<file path="src/rtl/adrd_cfg.svh">
// Purpose: constants of the ADC redundancy and diagnostics block
// Assumes: 200 MHz hclk, AHB-Lite register access
// Notes: times are in microseconds; cycle counts are derived in the module
//
// Functional notes
// - status conversion stores analog supply and digital supply words, 100 uV/code
// - redundant status conversion takes the same time as plain status conversion
// - three per-channel integrate/differentiate filters plus one redundant filter
// - redundancy available on every conversion command except plain aux and plain status
// - redundant conversion feeds one bit stream to both filters, compare at end
// - any mismatch stores fault code 0xFF0X instead of the result
// - valid results stay within 0x0000 to 0xDFFF
// - fault code bits 3..0 flag mismatching nibbles 15:12 down to 3:0
// - fault code low nibble is never all zero
// - one channel under redundancy at a time; select 00 picks it automatically
// - select 01/10/11 picks ADC1/2/3; 00 covers cells 1,7,13,4,10
// - aux, reference, sum, temperature, supplies on ADC1; redundancy only with 00/01
// - force-fail bit makes every later redundant comparison mismatch
// - combined conversion measures fifteen cells and the stack sum
// - overlap: cell 7 on ADC1+ADC2, then cell 13 on ADC2+ADC3
// - overlap results go to cell 7, 8, 13 and 14 slots
// - overlap total time 384 us fastest to 67,119 us slowest
// - combined total time 1,147 us fastest to 201,351 us slowest
// - auxiliary conversion measures second reference on ADC1, stored in aux group
// - mux check steps all channels, sets fail flag on any fault else clears
// - mux fail flag set at reset and by clear status command
// - mux check about 400 us with reference up, 4.5 ms in standby
`ifndef ADRD_CFG_SVH
`define ADRD_CFG_SVH

`define ADRD_CLK_MHZ 200
`define ADRD_OFS_CTRL 8'h00
`define ADRD_OFS_CMD 8'h04
`define ADRD_OFS_STATUS 8'h08
`define ADRD_OFS_RES 8'h40
`define ADRD_NUM_RES 20
`define ADRD_CTRL_MODE_LSB 0
`define ADRD_CTRL_PS_LSB 3
`define ADRD_CTRL_FF_BIT 5
`define ADRD_STS_BUSY_BIT 0
`define ADRD_STS_MUXF_BIT 1
`define ADRD_OP_STAT 4'h1
`define ADRD_OP_STATD 4'h2
`define ADRD_OP_AUX 4'h3
`define ADRD_OP_AUXD 4'h4
`define ADRD_OP_VSC 4'h5
`define ADRD_OP_OL 4'h6
`define ADRD_OP_MUX 4'h7
`define ADRD_OP_CLR 4'h8
`define ADRD_IDX_SUM 5'h0F
`define ADRD_IDX_REF 5'h13
`define ADRD_RES_RST 16'hFFFF
`define ADRD_RES_MAX 16'hDFFF
`define ADRD_FAULT_HI 12'hFF0
`define ADRD_T_STAT_US '{742, 858, 1556, 2022, 2953, 4814, 8538, 134211}
`define ADRD_T_AUX_US '{1825, 2116, 3862, 5025, 7353, 12007, 21316, 335498}
`define ADRD_T_VSC_US '{1147, 1322, 2369, 3067, 4463, 7256, 12842, 201351}
`define ADRD_T_OL_US '{384, 442, 791, 1024, 1490, 2420, 4282, 67119}
`define ADRD_T_MUX_UP_US 400
`define ADRD_T_MUX_SB_US 4500

`endif

</file>
<file path="src/rtl/adrd_pkg.sv">
// Purpose: types of the ADC redundancy and diagnostics block
// Assumes: nothing
// Notes: constants live in adrd_cfg.svh
package adrd_pkg;
  typedef enum logic [1:0] {ST_IDLE, ST_CONV, ST_MUX} adrd_state_e;
  typedef enum logic [3:0] {C_NONE, C_STAT, C_STATD, C_AUX, C_AUXD, C_VSC, C_OL, C_MUX,
    C_CLR} adrd_cmd_e;
endpackage

</file>
<file path="src/rtl/adrd_diag.sv">
// Purpose: conversion sequencing, redundant filter check and mux check with AHB-Lite access
// Assumes: modulator bits synchronous to hclk, one bit per cycle per channel
// Notes: commands written while busy are dropped
`timescale 1ns/10ps
`default_nettype none
`include "adrd_cfg.svh"

module adrd_diag #(
  parameter int unsigned TIME_DIV = 1,
  parameter int unsigned T_STAT_US [8] = `ADRD_T_STAT_US,
  parameter int unsigned T_AUX_US [8] = `ADRD_T_AUX_US,
  parameter int unsigned T_VSC_US [8] = `ADRD_T_VSC_US,
  parameter int unsigned T_OL_US [8] = `ADRD_T_OL_US,
  parameter int unsigned T_MUX_UP_US = `ADRD_T_MUX_UP_US,
  parameter int unsigned T_MUX_SB_US = `ADRD_T_MUX_SB_US
) (
  input wire logic hclk,
  input wire logic hresetn,
  input wire logic hsel,
  input wire logic [31:0] haddr,
  input wire logic [1:0] htrans,
  input wire logic hwrite,
  input wire logic [2:0] hsize,
  input wire logic [31:0] hwdata,
  input wire logic hready,
  output logic [31:0] hrdata,
  output logic hreadyout,
  output logic hresp,
  input wire logic [2:0] mod_bit,
  input wire logic reference_powered_state,
  input wire logic mux_channel_fault,
  output logic busy
);

  function automatic logic [31:0] us2cyc(input int unsigned us);
    longint unsigned c;
    c = (longint'(us) * `ADRD_CLK_MHZ) / TIME_DIV;
    if (c == 0) begin
      c = 1;
    end
    return c[31:0];
  endfunction

  // bus side
  logic wr_pend;
  logic [7:0] wr_addr;
  logic [2:0] mode;
  logic [1:0] redundancy_path_select;
  logic force_redundancy_fail;
  logic mux_fail_flag;
  logic [15:0] res [`ADRD_NUM_RES];

  // sequencer
  adrd_pkg::adrd_state_e state;
  adrd_pkg::adrd_state_e next_state;
  adrd_pkg::adrd_cmd_e cmd;
  adrd_pkg::adrd_cmd_e op;
  logic [31:0] tot_cnt;
  logic [31:0] step_cnt;
  logic [2:0] step_idx;
  logic mux_acc;

  wire a_valid = hsel & htrans[1] & hready;
  wire [7:0] a_ofs = haddr[7:0];
  // index kept at six bits so offsets past the last result do not alias onto low slots
  wire [5:0] a_ridx6 = a_ofs[7:2] - 6'h10;
  wire [4:0] a_ridx = a_ridx6[4:0];
  wire a_is_res = (a_ofs >= `ADRD_OFS_RES) && (a_ridx6 < 6'(`ADRD_NUM_RES));
  wire cmd_wr = wr_pend && (wr_addr == `ADRD_OFS_CMD) && (state == adrd_pkg::ST_IDLE);
  wire ctrl_wr = wr_pend && (wr_addr == `ADRD_OFS_CTRL);

  logic [31:0] rd_val;
  always_comb begin
    rd_val = 32'h0000_0000;
    if (a_ofs == `ADRD_OFS_CTRL) begin
      rd_val = 32'({force_redundancy_fail, redundancy_path_select, mode});
    end else if (a_ofs == `ADRD_OFS_STATUS) begin
      rd_val = 32'({mux_fail_flag, busy});
    end else if (a_is_res) begin
      rd_val = {16'h0000, res[a_ridx]};
    end
  end

  always_comb begin
    op = adrd_pkg::C_NONE;
    if (cmd_wr) begin
      case (hwdata[3:0])
        `ADRD_OP_STAT: op = adrd_pkg::C_STAT;
        `ADRD_OP_STATD: op = adrd_pkg::C_STATD;
        `ADRD_OP_AUX: op = adrd_pkg::C_AUX;
        `ADRD_OP_AUXD: op = adrd_pkg::C_AUXD;
        `ADRD_OP_VSC: op = adrd_pkg::C_VSC;
        `ADRD_OP_OL: op = adrd_pkg::C_OL;
        `ADRD_OP_MUX: op = adrd_pkg::C_MUX;
        `ADRD_OP_CLR: op = adrd_pkg::C_CLR;
        default: op = adrd_pkg::C_NONE;
      endcase
    end
  end

  // step count and total length per command; status plain and redundant share a table
  logic [2:0] nsteps;
  logic [31:0] tot_len;
  always_comb begin
    case (cmd)
      adrd_pkg::C_STAT, adrd_pkg::C_STATD: begin
        nsteps = 3'd4;
        tot_len = us2cyc(T_STAT_US[mode]);
      end
      adrd_pkg::C_AUX, adrd_pkg::C_AUXD: begin
        nsteps = 3'd1;
        tot_len = us2cyc(T_AUX_US[mode]);
      end
      adrd_pkg::C_VSC: begin
        nsteps = 3'd6;
        tot_len = us2cyc(T_VSC_US[mode]);
      end
      adrd_pkg::C_OL: begin
        nsteps = 3'd2;
        tot_len = us2cyc(T_OL_US[mode]);
      end
      default: begin
        nsteps = 3'd0;
        tot_len = reference_powered_state ? us2cyc(T_MUX_UP_US) : us2cyc(T_MUX_SB_US);
      end
    endcase
  end

  // measurement slots; the remainder after the last slot stands for calibration
  wire [31:0] step_raw = tot_len / 32'(nsteps + 3'd1);
  wire [31:0] step_len = (step_raw == 0) ? 32'd1 : step_raw;
  wire step_end = (state == adrd_pkg::ST_CONV) && (step_idx < nsteps) &&
    (step_cnt == step_len - 32'd1);
  wire run_end = (state != adrd_pkg::ST_IDLE) && (tot_cnt == tot_len - 32'd1);

  // result slot per channel for the current step
  logic [2:0] wen;
  logic [4:0] widx [3];
  logic red_en;
  logic [1:0] red_ch;
  wire ps_low = (redundancy_path_select[1] == 1'b0);
  always_comb begin
    wen = 3'b000;
    widx[0] = 5'd0;
    widx[1] = 5'd0;
    widx[2] = 5'd0;
    red_en = 1'b0;
    red_ch = 2'd0;
    case (cmd)
      adrd_pkg::C_STAT, adrd_pkg::C_STATD: begin
        wen = 3'b001;
        widx[0] = 5'(`ADRD_IDX_SUM + 5'(step_idx));
        red_en = (cmd == adrd_pkg::C_STATD) && ps_low;
      end
      adrd_pkg::C_AUX, adrd_pkg::C_AUXD: begin
        wen = 3'b001;
        widx[0] = `ADRD_IDX_REF;
        red_en = (cmd == adrd_pkg::C_AUXD) && ps_low;
      end
      adrd_pkg::C_VSC: begin
        if (step_idx < 3'd5) begin
          wen = 3'b111;
          widx[0] = 5'(step_idx);
          widx[1] = 5'(step_idx) + 5'd5;
          widx[2] = 5'(step_idx) + 5'd10;
          red_en = 1'b1;
          // automatic pick rotates so cells 1,7,13,4,10 get covered
          if (redundancy_path_select == 2'b00) begin
            red_ch = (step_idx == 3'd1 || step_idx == 3'd4) ? 2'd1 :
              (step_idx == 3'd2) ? 2'd2 : 2'd0;
          end else begin
            red_ch = redundancy_path_select - 2'd1;
          end
        end else begin
          wen = 3'b001;
          widx[0] = `ADRD_IDX_SUM;
          red_en = ps_low;
        end
      end
      adrd_pkg::C_OL: begin
        if (step_idx == 3'd0) begin
          wen = 3'b011;
          widx[0] = 5'd7;
          widx[1] = 5'd6;
          red_en = (redundancy_path_select != 2'b11);
          red_ch = (redundancy_path_select == 2'b01) ? 2'd0 : 2'd1;
        end else begin
          wen = 3'b110;
          widx[1] = 5'd13;
          widx[2] = 5'd12;
          red_en = (redundancy_path_select != 2'b01);
          red_ch = (redundancy_path_select == 2'b11) ? 2'd2 : 2'd1;
        end
      end
      default: begin
        wen = 3'b000;
      end
    endcase
  end

  // four identical integrate/differentiate machines; index 3 is the redundant one
  wire [3:0] fbit = {mod_bit[red_ch] & red_en, mod_bit};
  // boundary samples dropped: the redundant path select changes there and would mix channels
  wire filt_run = (state == adrd_pkg::ST_CONV) && !step_end;
  logic [15:0] fres [4];
  genvar g;
  generate
    for (g = 0; g < 4; g++) begin : g_filt
      logic [31:0] acc;
      logic [31:0] base;
      wire [31:0] diff = acc - base;
      assign fres[g] = (diff > 32'(`ADRD_RES_MAX)) ? `ADRD_RES_MAX : diff[15:0];
      always_ff @(posedge hclk or negedge hresetn) begin
        if (!hresetn) begin
          acc <= 32'h0000_0000;
          base <= 32'h0000_0000;
        end else begin
          acc <= acc + 32'(fbit[g] & filt_run);
          base <= (step_end || state == adrd_pkg::ST_IDLE) ? acc : base;
        end
      end
    end
  endgenerate

  // per-word compare; forcing flips bit 0 so nibble 0 always reports
  wire [15:0] red_cmp = fres[3] ^ {15'h0000, force_redundancy_fail};
  wire [15:0] xdiff = fres[red_ch] ^ red_cmp;
  wire [3:0] nib = {|xdiff[15:12], |xdiff[11:8], |xdiff[7:4], |xdiff[3:0]};
  wire red_fail = red_en && (nib != 4'h0);
  logic [15:0] wval [3];
  always_comb begin
    for (int k = 0; k < 3; k++) begin
      wval[k] = (red_fail && red_ch == 2'(k)) ? {`ADRD_FAULT_HI, nib} : fres[k];
    end
  end

  always_comb begin
    next_state = state;
    if (state == adrd_pkg::ST_IDLE) begin
      if (op == adrd_pkg::C_MUX) begin
        next_state = adrd_pkg::ST_MUX;
      end else if (op != adrd_pkg::C_NONE && op != adrd_pkg::C_CLR) begin
        next_state = adrd_pkg::ST_CONV;
      end
    end else if (run_end) begin
      next_state = adrd_pkg::ST_IDLE;
    end
  end

  always_ff @(posedge hclk or negedge hresetn) begin
    if (!hresetn) begin
      wr_pend <= 1'b0;
      wr_addr <= 8'h00;
      hrdata <= 32'h0000_0000;
      hreadyout <= 1'b1;
      hresp <= 1'b0;
    end else begin
      wr_pend <= a_valid & hwrite;
      wr_addr <= a_ofs;
      hrdata <= (a_valid && !hwrite) ? rd_val : hrdata;
      hreadyout <= 1'b1;
      hresp <= 1'b0;
    end
  end

  always_ff @(posedge hclk or negedge hresetn) begin
    if (!hresetn) begin
      mode <= 3'd0;
      redundancy_path_select <= 2'b00;
      force_redundancy_fail <= 1'b0;
    end else if (ctrl_wr) begin
      mode <= hwdata[`ADRD_CTRL_MODE_LSB +: 3];
      redundancy_path_select <= hwdata[`ADRD_CTRL_PS_LSB +: 2];
      force_redundancy_fail <= hwdata[`ADRD_CTRL_FF_BIT];
    end
  end

  always_ff @(posedge hclk or negedge hresetn) begin
    if (!hresetn) begin
      state <= adrd_pkg::ST_IDLE;
      cmd <= adrd_pkg::C_NONE;
      busy <= 1'b0;
      tot_cnt <= 32'h0000_0000;
      step_cnt <= 32'h0000_0000;
      step_idx <= 3'd0;
    end else begin
      state <= next_state;
      busy <= (next_state != adrd_pkg::ST_IDLE);
      cmd <= (state == adrd_pkg::ST_IDLE && op != adrd_pkg::C_NONE) ? op : cmd;
      tot_cnt <= (state == adrd_pkg::ST_IDLE) ? 32'h0000_0000 : tot_cnt + 32'd1;
      step_cnt <= (state == adrd_pkg::ST_IDLE || step_end) ? 32'h0000_0000 : step_cnt + 32'd1;
      step_idx <= (state == adrd_pkg::ST_IDLE) ? 3'd0 : step_idx + 3'(step_end);
    end
  end

  // mux check: any faulty channel seen during the run sets the flag at the end
  always_ff @(posedge hclk or negedge hresetn) begin
    if (!hresetn) begin
      mux_fail_flag <= 1'b1;
      mux_acc <= 1'b0;
    end else begin
      mux_acc <= (state == adrd_pkg::ST_MUX) ? (mux_acc | mux_channel_fault) : 1'b0;
      if (op == adrd_pkg::C_CLR) begin
        mux_fail_flag <= 1'b1;
      end else if (state == adrd_pkg::ST_MUX && run_end) begin
        mux_fail_flag <= mux_acc | mux_channel_fault;
      end
    end
  end

  // results: status words cleared to all ones by the clear command
  always_ff @(posedge hclk or negedge hresetn) begin
    if (!hresetn) begin
      for (int i = 0; i < `ADRD_NUM_RES; i++) begin
        res[i] <= `ADRD_RES_RST;
      end
    end else if (op == adrd_pkg::C_CLR) begin
      for (int i = 0; i < 4; i++) begin
        res[`ADRD_IDX_SUM + i] <= `ADRD_RES_RST;
      end
    end else if (step_end) begin
      for (int k = 0; k < 3; k++) begin
        if (wen[k]) begin
          res[widx[k]] <= wval[k];
        end
      end
    end
  end

endmodule // adrd_diag

`default_nettype wire

</file>
<file path="config.mk">
export PLATFORM = sky130hd
export DESIGN_NAME = adrd_diag
export DESIGN_NICKNAME = d
export VERILOG_FILES = /design/src/rtl/adrd_pkg.sv /design/src/rtl/adrd_diag.sv
export VERILOG_INCLUDE_DIRS = /design/src /design/src/rtl
export SDC_FILE = /design/constraint.sdc
export NUM_CORES = 2
export LEC_CHECK = 0
export BUFFER_PORTS_ARGS = -buffer_cell sky130_fd_sc_hd__buf_2
export CORE_ASPECT_RATIO = 1.5
export CORE_MARGIN = 10
export CORE_UTILIZATION = 60
export DETAILED_ROUTE_END_ITERATION = 10
export GPL_TIMING_DRIVEN = 0
export PLACE_DENSITY = 0.87
export SLEW_MARGIN = 30
export SYNTH_ARGS = -nofsm -noshare
export SYNTH_HDL_FRONTEND = slang
export SYNTH_SLANG_ARGS = --single-unit
</file>
<file path="constraint.sdc">
create_clock -name hclk -period 97.3 [get_ports hclk]
set_input_delay 9.73 -clock hclk [delete_from_list [all_inputs] [get_ports hclk]]
set_output_delay 9.73 -clock hclk [all_outputs]
set_load 0.005 [all_outputs]
</file>
==> metrics.md <==
| Metric | Value |
|---|---|
| Critical Path Sink Type | `flop` |
| Die extent in x | `295 um` |
| Sequential fraction of the synthesis area | `0.257` |
| Crit Path Max Fanout | `10` |
| Hold path endpoint | `mux_fail_flag$_DFFE_PN1P_` |
| Fmax achieved | `0.0109 GHz` |
| Hold buffers post-CTS | `0` |
| TritonCTS buffer count | `67` |
| Cells after DPL | `9593` |
| Reg-to-Reg Start | `mode[2]$_DFFE_PN0P_` |
| Clock Path Buffers | `3` |
| CTS Sinks | `683` |
| Area Growth Syn to Fin | `7.74%` |
| Worst Reg2Reg Path Length in Cells | `353` |
| Cell Rows | `151` |
| Drt total wl | `258000 um` |
| Final setup fails | `0` |
| Register area | `0.0175 mm2` |
| Die area | `0.128 mm2` |
| HP Class | `flop to flop` |
| Hold Path Stages | `2` |
| IO Port Bufs | `41` |
| WP data required | `97.88 ns` |
| Worst Hold Launch | `mux_fail_flag$_DFFE_PN1P_` |
| Core area | `0.113 mm2` |
| Area of the multi-input gates | `0.0478 mm2` |
| FILL cells | `9448` |
| Relative slew slack | `0.247` |
| GRT overflow | `0` |
| Worst-path clk slew | `0.06 ns` |
| Cells after synthesis | `8025` |
| Largest net degree at the start of global routing | `87` |
| DP HPWL | `200000 um` |
| Commonest non-fill, non-tap cells in the layout | `nor2_1, nand2_1, ha_1` |
| Initial core utilization | `0.604` |
| Most common cell after layout, fill and taps aside | `nor2_1` |
| Max Slew Vio Count | `0` |
| Count of different cell masters after synthesis | `153` |
| Vias | `68251` |
| Clk Latency, worst-skew pair | `0.72 ns` |
| Fin nets | `8778` |
| Kind of start point of the critical path | `flop` |
| Largest incremental delay on the critical path | `0.68 ns` |
| Post-synth EDFFs | `0` |
| CTS tree | `yes` |
| Dominant synthesized flop cell | `dfrtp_1` |
| Routed Antenna Nets | `0` |
| Status | `finished clean` |
| H-tree Lvls | `3` |
| WL per Instance | `26.5 um` |
| Yosys warning total | `0` |
| RSZ-0062 raised after global routing | `false` |
| R2r setup slk | `5.84 ns` |
| Fin. Hold Viols | `0` |
| DRT Pass-1 Iters | `11` |
| Mapped Area | `0.0681 mm2` |
| Max cap viols | `0` |
| Die height | `433 um` |
| Layout cells sized above 1 | `0.134` |
| CP Class | `flop to flop` |
| Clk root buf | `clkbuf_16` |
| Vias/cell | `7.01` |
| First-pass GRT wire length | `391000 um` |
| Post-synth ARST share | `1.00` |
| GPL Wtd Cong | `1.11` |
| Mean post-synth cell area | `8.49 um2` |
| Vias in the first global route | `68385` |
| #FFs+latches synth | `683` |
| Antenna violations before repair | `23` |
| Reg2reg end | `g_filt[2].acc[30]$_DFF_PN0_` |
| Clock period minus worst slack | `91.46 ns` |
| Initial DRC Count | `6170` |
| Worst Path Arrival | `92.04 ns` |
| Setup TNS | `0 ns` |
| All-Layer GR Usage | `0.393` |
| Crit share post-route | `0.940` |
| Slew at the pin closest to its max-slew limit | `1.13 ns` |
| IO Count | `114` |
| Residual DRC | `0` |
| Post-Layout Cell Count | `9734` |
| Crit-path slowest cell | `dfrtp_1` |
| Clock skew | `0.0658 ns` |
[routing by layer]
layer | up-vias | global-route usage | share of wire
met1 | 32868 | 0.388 | 0.33
met5 | - | 0 | 0.00039
met2 | 3669 | 0.688 | 0.49
li1 | 30278 | - | -
met3 | 1422 | 0.0833 | 0.079
met4 | 14 | 0.352 | 0.11
[through the flow]
step	area, um2	hold WS [ns]	util	setup slack (ns)
after floorplan	68300	0.435	-	23.08
after CTS	73100	0.460	0.648	3.69
after detailed placement	70900	0.452	0.629	4.04
after global placement	70300	0.443	0.624	3.05
after global routing	73300	0.493	0.650	0.0371
final	73400	0.458	0.651	5.84
[synthesized netlist by cell type (all sizes together), types with 20 or more instances]
master   count  area [um2]
nor2       668        2510
nand2      628        2360
a21oi      462        2330
ha         457        5720
inv        395        1490
xnor2      390        3420
dfrtp      362        9060
o21ai      360        1810
dfstp      321        8430
nand3      286        1450
nor3       249        1360
clkbuf     246         925
mux2       232        2650
o22ai      221        1380
xor2       200        1750
a2bb2oi    192        1680
buf        161         941
a21o       140        1050
and3       128         801
a211oi     118         966
nand4      117         766
nor4       105         757
mux4        96        2160
nand2b      96         601
a31oi       93         603
mux2i       93         935
o21a        90         677
o211ai      78         609
and2        73         464
or3         72         455
or2         66         413
o21bai      62         473
nor2b       58         365
o31ai       55         450
a22oi       45         338
or4         39         312
a311oi      38         339
and4        36         317
nor4b       32         342
fa          29         581
a21boi      27         203
a211o       25         219
o22a        23         201
nand3b      21         158
a221oi      20         188
[critical path, delay by kind of cell, from the launching register on]
kind,cells,cell delay [ns]
AO/OA/AOI/OAI,129,30.20
buffers and inverters,47,10.85
multiplexers,9,2.74
flip-flops,1,0.68
XOR/XNOR,3,1.07
adder cells (fa/ha/maj),34,10.77
AND/OR/NAND/NOR,131,34.80
[layout make-up]
type	count	share of cell area
repair buffers	66	0.00844
clock buffers	88	0.0249
well taps	1453	0.0248
multi-input cells	6590	0.651
diodes	17	0.000580
inverters	399	0.0204
clock inverters	32	0.00532
flip-flops and latches	683	0.238
plain buffers	406	0.0257
[worst max-delay path by stage]
stage                        startpoint                           to
floorplan            cmd[0]$_DFFE_PN0P_  g_filt[2].acc[30]$_DFF_PN0_
global route         cmd[0]$_DFFE_PN0P_  g_filt[2].acc[30]$_DFF_PN0_
detailed placement  mode[2]$_DFFE_PN0P_  g_filt[2].acc[30]$_DFF_PN0_
CTS                 mode[2]$_DFFE_PN0P_  g_filt[2].acc[30]$_DFF_PN0_
finish              mode[2]$_DFFE_PN0P_  g_filt[2].acc[30]$_DFF_PN0_
global placement     cmd[0]$_DFFE_PN0P_  g_filt[2].acc[30]$_DFF_PN0_
[registers in the layout (all words and copies together), names as in the netlist]
signal                  cells
busy                        1
cmd                         4
force_redundancy_fail       1
g_filt.acc                128
g_filt.base               128
hrdata                     16
mode                        3
mux_acc                     1
mux_fail_flag               1
redundancy_path_select      2
res                       320
state                       2
step_cnt                   32
step_idx                    3
tot_cnt                    32
wr_addr                     8
wr_pend                     1
[timing repair]
action,in CTS,in global routing
resized for setup,0,31
setup buffers,0,3
setup endpoints to repair,0,611
[kinds of logic (layout without fill, tap and decap cells)]
logic type               Yosys count  in the layout  synth area share
other                              2             73          0.000110
buffers and inverters            806            991            0.0494
XOR/XNOR                         590            590            0.0759
AND/OR/NAND/NOR                 2741           2741             0.206
multiplexers                     421            421            0.0844
adder cells (fa/ha/maj)          488            488            0.0928
AO/OA/AOI/OAI                   2294           2294             0.234
flip-flops                       683            683             0.257
Power is left out: the tool's default activity adds up to more than one toggle a clock period on the data nets, which glitch-free logic cannot reach.
